## src/rtl/pef_pkg.sv

```systemverilog
package pef_pkg;

    // Register byte addresses
    localparam logic [7:0] PEF_FLAGS_ADDR = 8'h0C;
    localparam logic [7:0] PEF_IRQ_STATUS_ADDR = 8'h10;
    localparam logic [7:0] PEF_IRQ_MASK_ADDR = 8'h14;

    // Field positions of the flag register
    localparam int PEF_NV_WRITE_DONE_BIT = 7;
    localparam int PEF_COMPARATOR_CHANGE_BIT = 6;
    localparam int PEF_SERIAL_RX_FULL_BIT = 5;
    localparam int PEF_SERIAL_TX_EMPTY_BIT = 4;
    localparam int PEF_UNIMPL_BIT = 3;
    localparam int PEF_CAPTURE_COMPARE_BIT = 2;
    localparam int PEF_PERIOD_MATCH_BIT = 1;
    localparam int PEF_WIDE_TIMER_OVF_BIT = 0;

    // Reset values and access masks
    localparam logic [7:0] PEF_FLAGS_RESET = 8'h00;
    localparam logic [7:0] PEF_IRQ_STATUS_RESET = 8'h00;
    localparam logic [7:0] PEF_IRQ_MASK_RESET = 8'h00;
    localparam logic [7:0] PEF_STICKY_MASK = 8'hC7;
    localparam logic [7:0] PEF_IMPL_MASK = 8'hF7;

    // Register bus command
    typedef struct packed {
        logic [7:0] addr;
        logic [7:0] wdata;
        logic wr;
        logic rd;
    } pef_bus_req_t;

    // Peripheral event pulses and buffer levels
    typedef struct packed {
        logic nv_write_done;
        logic comparator_result;
        logic serial_rx_full;
        logic serial_tx_empty;
        logic capture_compare_event;
        logic pwm_mode;
        logic period_match;
        logic wide_timer_overflow;
    } pef_periph_t;

endpackage

```

## src/rtl/pef_flags.sv

```systemverilog
// Implementation choice: the address-and-strobe port.
`timescale 1ns/10ps

// Overview of operation
// - All peripheral event flags sit in one 8-bit register at address 0x0C with bit 3 unimplemented.
// - The nonvolatile write done flag sets when a data EEPROM write finishes and stays set until software clears it.
// - The comparator change flag sets whenever the comparator result changes.
// - The serial receive flag is read-only and is high exactly while the receive buffer holds data.
// - The serial transmit flag is read-only and is high exactly while the transmit buffer is empty.
// - Each flag sets on its event regardless of any enable bit or the global interrupt enable.
module pef_flags (
    input wire logic sys_clk_in,
    input wire logic resetn_in,
    input wire logic clk_en_in,
    input wire pef_pkg::pef_bus_req_t bus_req_in,
    input wire pef_pkg::pef_periph_t periph_in,
    output logic [7:0] rd_data_out,
    output logic irq_out
);
    import pef_pkg::*;

    logic [7:0] flags_q;
    logic [7:0] flags_d;
    logic [7:0] irq_status_q;
    logic [7:0] irq_status_d;
    logic [7:0] irq_mask_q;
    logic [7:0] rd_data_q;
    logic [7:0] flags_view;
    logic [7:0] events;
    logic cmp_prev_q;
    logic rx_prev_q;
    logic tx_prev_q;
    logic primed_q;
    logic flags_wr;
    logic status_rd;

    ////////////////////////////////////////////////////////////////////////////
    // Event detection

    // Edge history; first enabled cycle only primes it, so no false change
    always_ff @(posedge sys_clk_in) begin
        if (!resetn_in) begin
            cmp_prev_q <= 1'b0;
            rx_prev_q <= 1'b0;
            tx_prev_q <= 1'b0;
            primed_q <= 1'b0;
        end else if (clk_en_in) begin
            cmp_prev_q <= periph_in.comparator_result;
            rx_prev_q <= periph_in.serial_rx_full;
            tx_prev_q <= periph_in.serial_tx_empty;
            primed_q <= 1'b1;
        end
    end

    // One event vector in flag layout, no enable gating anywhere
    always_comb begin
        events = 8'h00;
        events[PEF_NV_WRITE_DONE_BIT] = periph_in.nv_write_done;
        events[PEF_COMPARATOR_CHANGE_BIT] = primed_q && (periph_in.comparator_result != cmp_prev_q);
        events[PEF_SERIAL_RX_FULL_BIT] = primed_q && periph_in.serial_rx_full && !rx_prev_q;
        events[PEF_SERIAL_TX_EMPTY_BIT] = primed_q && periph_in.serial_tx_empty && !tx_prev_q;
        events[PEF_CAPTURE_COMPARE_BIT] = periph_in.capture_compare_event && !periph_in.pwm_mode;
        events[PEF_PERIOD_MATCH_BIT] = periph_in.period_match;
        events[PEF_WIDE_TIMER_OVF_BIT] = periph_in.wide_timer_overflow;
    end

    ////////////////////////////////////////////////////////////////////////////
    // Flag register

    // Address decode of the strobes
    assign flags_wr = bus_req_in.wr && (bus_req_in.addr == PEF_FLAGS_ADDR);
    assign status_rd = bus_req_in.rd && (bus_req_in.addr == PEF_IRQ_STATUS_ADDR);

    // Sticky bits: software write first, then events OR in so set wins
    always_comb begin
        flags_d = flags_q;
        if (flags_wr) begin
            flags_d = bus_req_in.wdata & PEF_STICKY_MASK;
        end
        flags_d = flags_d | (events & PEF_STICKY_MASK);
    end

    always_ff @(posedge sys_clk_in) begin
        if (!resetn_in) begin
            flags_q <= PEF_FLAGS_RESET;
        end else if (clk_en_in) begin
            flags_q <= flags_d;
        end
    end

    // Serial bits mirror buffer levels; bit 3 stays zero
    always_comb begin
        flags_view = flags_q & PEF_STICKY_MASK;
        flags_view[PEF_SERIAL_RX_FULL_BIT] = periph_in.serial_rx_full;
        flags_view[PEF_SERIAL_TX_EMPTY_BIT] = periph_in.serial_tx_empty;
    end

    ////////////////////////////////////////////////////////////////////////////
    // Interrupt status and mask

    // Read clears status, but a same-cycle event still lands
    always_comb begin
        irq_status_d = irq_status_q;
        if (status_rd) begin
            irq_status_d = 8'h00;
        end
        irq_status_d = irq_status_d | (events & PEF_IMPL_MASK);
    end

    always_ff @(posedge sys_clk_in) begin
        if (!resetn_in) begin
            irq_status_q <= PEF_IRQ_STATUS_RESET;
        end else if (clk_en_in) begin
            irq_status_q <= irq_status_d;
        end
    end

    // Mask register, same layout as status
    always_ff @(posedge sys_clk_in) begin
        if (!resetn_in) begin
            irq_mask_q <= PEF_IRQ_MASK_RESET;
        end else if (clk_en_in && bus_req_in.wr && (bus_req_in.addr == PEF_IRQ_MASK_ADDR)) begin
            irq_mask_q <= bus_req_in.wdata & PEF_IMPL_MASK;
        end
    end

    // Level output straight from registers
    assign irq_out = |(irq_status_q & irq_mask_q);

    ////////////////////////////////////////////////////////////////////////////
    // Read path

    // Data valid in the cycle after an enabled read strobe, and held while clk_en_in stays low
    always_ff @(posedge sys_clk_in) begin
        if (!resetn_in) begin
            rd_data_q <= 8'h00;
        end else if (clk_en_in) begin
            if (!bus_req_in.rd) begin
                rd_data_q <= 8'h00;
            end else if (bus_req_in.addr == PEF_FLAGS_ADDR) begin
                rd_data_q <= flags_view;
            end else if (bus_req_in.addr == PEF_IRQ_STATUS_ADDR) begin
                rd_data_q <= irq_status_q;
            end else if (bus_req_in.addr == PEF_IRQ_MASK_ADDR) begin
                rd_data_q <= irq_mask_q;
            end else begin
                rd_data_q <= 8'h00; // Unmapped reads as zero
            end
        end
    end

    assign rd_data_out = rd_data_q;

endmodule

```

## config.mk

```make
export PLATFORM = sky130hd
export DESIGN_NAME = pef_flags
export DESIGN_NICKNAME = d
export VERILOG_FILES = /design/src/rtl/pef_pkg.sv /design/src/rtl/pef_flags.sv
export SDC_FILE = /design/constraint.sdc
export NUM_CORES = 1
export LEC_CHECK = 0
export BUFFER_PORTS_ARGS = -buffer_cell sky130_fd_sc_hd__buf_4
export CAP_MARGIN = 40
export CORE_UTILIZATION = 39
export DETAILED_ROUTE_END_ITERATION = 16
export PLACE_DENSITY = 0.62
export SYNTH_ARGS = -nofsm -noshare
export SYNTH_HDL_FRONTEND = slang
export SYNTH_SLANG_ARGS = --single-unit
```

## constraint.sdc

```tcl
create_clock -name sys_clk_in -period 1.4 [get_ports sys_clk_in]
set_input_delay 0.14 -clock sys_clk_in [delete_from_list [all_inputs] [get_ports sys_clk_in]]
set_output_delay 0.14 -clock sys_clk_in [all_outputs]
set_load 0.02 [all_outputs]
```

Yosys cells after proc, flatten, opt, wreduce, memory -nomap -nowiden
Index checks and enable logic that the tools add are counted.
{"block": "classes", "eq_ne": 4, "n_mux": 6, "n_bitwise": 3, "n_reduce_logical": 14}
{"operator": "8-bit two-way mux", "count": 6}
{"operator": "8-bit by 5-bit == test with 1-bit output (second input constant)", "count": 2}
{"operator": "8-bit bitwise OR", "count": 2}
{"operator": "1-bit logical AND", "count": 10}
{"operator": "8-bit bitwise AND", "count": 1}
{"operator": "8-bit by 4-bit == test with 1-bit output (second input constant)", "count": 1}
{"operator": "8-bit OR reduction", "count": 1}
{"operator": "1-bit logical NOT", "count": 3}
{"operator": "1-bit != test", "count": 1}
{"block": "totals", "register_bits": 35, "input_bits": 29, "output_inout_bits": 9, "elab_cells": 35}

Longest topological paths before layout
{"block": "logic_depth", "ltp_word": 5, "depth_mapped": 6, "ltp_nobuf": 4}

Worst setup path before layout
No wires, ideal clock.
{"block": "synth_timing", "path_kind": "in2reg", "startpoint": "input port bus_req_in[12] (netlist bit)", "endpoint": "register flags_q[6]", "setup_ns": 0.116, "t_arrival_ns": 1.236, "required_time_ns": 1.284, "slack_ns": 0.048, "cell_stages": 5, "path_buffers": 1, "cell_sequence": "buf_2 > and2_1 > nand4_4 > or3b_1 > and3_1"}
{"block": "synth_between", "elab_chain_cells": 4}
{"element": "from (decl)", "line": "pef_flags.sv:15", "source": "input wire pef_pkg::pef_bus_req_t bus_req_in,"}
{"element": "8-bit by 4-bit == test with 1-bit output", "line": "pef_flags.sv:71", "source": "assign flags_wr = bus_req_in.wr && (bus_req_in.addr == PEF_FLAGS_ADDR);"}
{"element": "1-bit logical AND", "line": "pef_flags.sv:71"}
{"element": "8-bit two-way mux", "line": "pef_flags.sv:77", "source": "if (flags_wr) begin"}
{"element": "8-bit bitwise OR", "line": "pef_flags.sv:80", "source": "flags_d = flags_d | (events & PEF_STICKY_MASK);"}
{"element": "to (signal assigned)", "line": "pef_flags.sv:87", "source": "flags_q <= flags_d;"}
{"element": "to (decl)", "line": "pef_flags.sv:22", "source": "logic [7:0] flags_q;"}
Every way passes these cells.
A chain may end at the register's enable or synchronous reset.

Worst setup path in the final report
{"block": "layout_timing", "startpoint": "register irq_status_q[7]", "endpoint": "output port irq_out"}
{"block": "layout_between", "elab_chain_cells": 2}
{"element": "from (decl)", "line": "pef_flags.sv:24", "source": "logic [7:0] irq_status_q;"}
{"element": "from (signal assigned)", "line": "pef_flags.sv:114", "source": "irq_status_q <= irq_status_d;"}
{"element": "8-bit bitwise AND", "line": "pef_flags.sv:128", "source": "assign irq_out = |(irq_status_q & irq_mask_q);"}
{"element": "8-bit OR reduction", "line": "pef_flags.sv:128"}
{"element": "to (decl)", "line": "pef_flags.sv:18", "source": "output logic irq_out"}
Every way passes these cells.

==> flow_results.xml <==
<?xml version="1.0" encoding="UTF-8"?>
<metrics>
  <group name="placement">
    <metric name="numPortBuffers" unit="">35</metric>
    <metric name="dpl_cell_area" unit="µm²">1780</metric>
    <metric name="numPlacedInstances" unit="">228</metric>
    <metric name="place_ws" unit="ps">-82.8</metric>
    <metric name="final_wtd_congestion" unit="">0.822</metric>
    <metric name="dp_hpwl" unit="µm">2480</metric>
  </group>
  <group name="power">
    <metric name="power.switching_fraction" unit="%">23.5</metric>
    <metric name="p_comb_share" unit="%">11.2</metric>
    <metric name="cellPowerDensity" unit="nW/µm²">961</metric>
    <metric name="cell_internal_pwr" unit="mW">1.39</metric>
    <metric name="netSwitchingPower" unit="µW">426</metric>
    <metric name="clock_power_share" unit="%">39.2</metric>
    <metric name="power.sequential.fraction" unit="%">49.6</metric>
    <metric name="leakage" unit="nW">0.841</metric>
    <metric name="power.ir.vdd_worst" unit="V">0.000591</metric>
  </group>
  <group name="floorplan">
    <metric name="top_level_ports" unit="">38</metric>
    <metric name="die-height" unit="µm">63.0</metric>
    <metric name="die_area" unit="µm²">3960</metric>
    <metric name="placementRows" unit="">21</metric>
    <metric name="effective_utilization_at_floorplan" unit="%">42.1</metric>
    <metric name="coreArea" unit="µm²">3440</metric>
    <metric name="die-width" unit="µm">63.0</metric>
  </group>
  <group name="timing">
    <metric name="slew_violations" unit="">0</metric>
    <metric name="setup_slack" unit="ps">-29.7</metric>
    <metric name="max_freq" unit="GHz">0.699</metric>
    <metric name="timing.final.setup_violations" unit="">1</metric>
    <metric name="fin_crit" unit="ps">1430</metric>
    <metric name="grt_setup_unrepaired" unit="">true</metric>
    <metric name="clock-skew-final" unit="ps">4.31</metric>
    <metric name="final_min_period_over_clock_period" unit="%">102</metric>
    <metric name="final-hold-violation-count" unit="">0</metric>
  </group>
  <group name="cts">
    <metric name="clkTransAtPathRegs" unit="ps">60</metric>
    <metric name="cts_htree_levels" unit="">2</metric>
    <metric name="cts-buffers-inserted" unit="">5</metric>
    <metric name="cts-root-buf" unit="">sky130_fd_sc_hd__clkbuf_8</metric>
    <metric name="worstSkewPairLatency" unit="ps">280</metric>
    <metric name="tritoncts" unit="">built</metric>
    <metric name="tritoncts_num_sinks" unit="">30</metric>
    <metric name="clk_path_buf_depth" unit="">2</metric>
    <metric name="hold_buffers" unit="">0</metric>
  </group>
  <group name="synthesis">
    <metric name="synthesis.area_per_instance" unit="µm²">9.66</metric>
    <metric name="synthesis.area" unit="µm²">1450</metric>
    <metric name="sequential_cell_area_fraction_in_the_yosys_report" unit="%">41.5</metric>
    <metric name="ys_ff_latch" unit="">30</metric>
    <metric name="post_synth_inst_count" unit="">150</metric>
    <metric name="synth.net_count" unit="">179</metric>
    <metric name="netlist-cell-type-count" unit="">30</metric>
    <metric name="synth_warnings" unit="">0</metric>
  </group>
  <group name="critical_path">
    <metric name="worst-endpoint-required" unit="ps">1260</metric>
    <metric name="critPathKind" unit="">register to output pin</metric>
    <metric name="critical_path.startpoint_type" unit="">register</metric>
    <metric name="path_buf_inv" unit="">1</metric>
    <metric name="timing.critical_path.max_delay_family" unit="">compound AO/OA/AOI/OAI gates</metric>
    <metric name="path_max_fanout" unit="">3</metric>
    <metric name="critical-path-slowest-cell" unit="">sky130_fd_sc_hd__a222oi_1</metric>
    <metric name="crit_path_cell_trace" unit="">a222oi_1 &gt; nand3_1 &gt; buf_6</metric>
    <metric name="wp_data_arrival" unit="ps">1290</metric>
    <metric name="slowest_delay" unit="ps">360</metric>
    <metric name="timing.critical_path.to_type" unit="">output pin</metric>
  </group>
  <group name="route">
    <metric name="post_drt_wl_per_cell" unit="µm">14.9</metric>
    <metric name="total_routed_length" unit="µm">3530</metric>
    <metric name="via_count_of_the_routed_design" unit="">1229</metric>
    <metric name="initialDrtViolationCount" unit="">54</metric>
    <metric name="detail_route.drc_violations" unit="">0</metric>
    <metric name="post_drt_via_cell_ratio" unit="">5.19</metric>
    <metric name="detailedRoute.firstPassIterationCount" unit="">6</metric>
    <metric name="final_ant_viol_nets" unit="">0</metric>
  </group>
  <group name="run_status">
    <metric name="violated_checks" unit="">negative setup slack</metric>
    <metric name="run_status" unit="">finished, violations left</metric>
  </group>
  <group name="finish">
    <metric name="post_layout_nonfiller_instances" unit="">237</metric>
    <metric name="antennaDiodeCount" unit="">0</metric>
    <metric name="layout.cell_area.non_filler" unit="µm²">1890</metric>
    <metric name="design.final.nets" unit="">219</metric>
    <metric name="finish.utilization" unit="%">54.9</metric>
    <metric name="final.fill_count" unit="">341</metric>
    <metric name="flow.area_growth_from_synthesis" unit="%">30.3</metric>
    <metric name="layout-drive-gt1-share" unit="%">29.3</metric>
  </group>
  <group name="flow_run">
    <metric name="maxCapViolations" unit="">0</metric>
  </group>
  <group name="global_routing">
    <metric name="grt_remaining_overflow" unit="">0</metric>
    <metric name="grt_usage" unit="%">19.6</metric>
    <metric name="grt_pass1_wl" unit="µm">5900</metric>
    <metric name="grt_max_degree" unit="">31</metric>
    <metric name="number_of_antenna_violations_at_the_first_check_in_global_routing" unit="">0</metric>
    <metric name="number_of_global_route_vias_before_repair" unit="">1256</metric>
  </group>
  <group name="min_path">
    <metric name="min_path_type" unit="">input pin to register</metric>
  </group>
</metrics>
==> power groups by stage <==
stage	logic (mW)	registers (mW)	clock network, mW
finish	0.203	0.900	0.711
global route	0.222	0.903	0.777
CTS	0.205	0.900	0.735
detailed placement	0.204	0.918	0
global placement	0.199	0.917	0
floorplan	0.107	0.914	0
==> sequential cells by signal (all words and copies together) (netlist names) <==
name	flops
cmp_prev_q	1
primed_q	1
irq_status_q	7
tx_prev_q	1
rd_data_out	7
rx_prev_q	1
irq_mask_q	7
flags_q	5
==> Yosys cell counts <==
cell type	n	area share, %
sky130_fd_sc_hd__and3b_1	2	1.2
sky130_fd_sc_hd__nand3_1	2	0.69
sky130_fd_sc_hd__o2bb2ai_1	7	4.2
sky130_fd_sc_hd__mux2i_1	17	12
sky130_fd_sc_hd__nor4b_4	1	1.6
sky130_fd_sc_hd__a222oi_1	1	0.69
sky130_fd_sc_hd__a211o_1	3	1.8
sky130_fd_sc_hd__nor2_1	2	0.52
sky130_fd_sc_hd__o311a_1	1	0.69
sky130_fd_sc_hd__or3b_1	1	0.60
sky130_fd_sc_hd__dfxtp_1	30	41
sky130_fd_sc_hd__o21a_1	1	0.52
sky130_fd_sc_hd__nor3b_1	1	0.52
sky130_fd_sc_hd__a21oi_1	11	3.8
sky130_fd_sc_hd__nand4_1	1	0.43
sky130_fd_sc_hd__xor2_1	1	0.60
sky130_fd_sc_hd__buf_4	1	0.52
sky130_fd_sc_hd__and3_1	5	2.2
sky130_fd_sc_hd__nand3b_1	1	0.52
sky130_fd_sc_hd__nand2_1	7	1.8
sky130_fd_sc_hd__conb_1	1	0.26
sky130_fd_sc_hd__clkbuf_1	8	2.1
sky130_fd_sc_hd__buf_2	2	0.69
sky130_fd_sc_hd__nand2b_1	1	0.43
sky130_fd_sc_hd__and2_1	1	0.43
sky130_fd_sc_hd__a22oi_1	5	2.6
sky130_fd_sc_hd__nand4_4	1	1.5
sky130_fd_sc_hd__a21boi_0	3	1.6
sky130_fd_sc_hd__nor2b_1	29	13
sky130_fd_sc_hd__nand4b_1	3	1.8
==> cells by family (layout without fill, tap and decap cells) <==
logic type                Yosys count  after routing  share of synthesized area [%]
and+or+nand+nor                    58             58                           26.8
AOI/OAI and AO/OA                  32             32                           15.9
DFF                                30             30                           41.5
muxes                              17             17                           11.7
buffers and inverters              11             52                           3.28
other                               1              1                          0.259
xor gates and xnor gates            1              1                          0.605
==> worst min-delay path, cell delays in order <==
cell and delay [ps]:
sky130_fd_sc_hd__buf_4 80, sky130_fd_sc_hd__mux2i_1 50, sky130_fd_sc_hd__nor2b_1 90
==> final cells by class <==
class	count	area (µm²)	share of cell area, %
Multi-Input combinational cell	109	801	42.4
Sequential cell	30	604	32.0
Timing Repair Buffer	44	334	17.7
Clock buffer	7	86.3	4.57
Tap cell	46	57.6	3.05
Clock inverter	1	5.00	0.265
==> placed cells by master (no fill, tap or decap), drive strengths merged, types with 2 or more instances in the layout <==
cell type,instances
clkbuf,7
and3,5
o2bb2ai,7
and3b,2
nand2,7
buf,44
a211o,3
nor2,2
nand4b,3
nand4,2
nor2b,29
dfxtp,30
a22oi,5
a21oi,11
mux2i,17
a21boi,3
nand3,2
==> path summary, 6_finish.rpt <==
kind	start	to	slack (ps)	depth (start not counted)
max	irq_status_q[7]$_SDFFE_PN0P_	irq_out	-30	3
min	bus_req_in[7]	irq_mask_q[5]$_SDFFE_PN0P_	110	3
max reg2reg	cmp_prev_q$_SDFFE_PN0P_	flags_q[6]$_SDFFE_PN0P_	140	4
min reg2reg	irq_status_q[5]$_SDFFE_PN0P_	irq_status_q[5]$_SDFFE_PN0P_	490	2
==> per-layer routing <==
layer / GRT usage (%) / wire length [µm] / vias up
met5: 0 / 0 / -
met4: 8.72 / 55 / 0
met1: 22.8 / 1670 / 572
met2: 33.1 / 1640 / 36
li1: - / - / 615
met3: 5.47 / 167 / 6
==> stage by stage <==
stage | TNS, ps | power, mW | hold WS (ps)
final | -29.7 | 1.82 | 115
after global routing | -116 | 1.90 | 117
after CTS | -60.5 | 1.84 | 111
after detailed placement | -95.7 | 1.12 | 409
after global placement | -51.8 | 1.12 | 396
after floorplan | 0 | 1.02 | 306
==> timing repair <==
action / in CTS / in global routing
setup endpoints to repair: 1 / 1
resized for setup: 3 / 1
buffers inserted: 1 / 0
pin swaps: 2 / 2
endpoints found under the hold margin: 0 / 0
Note: power is estimated with default switching activity, not from simulation.
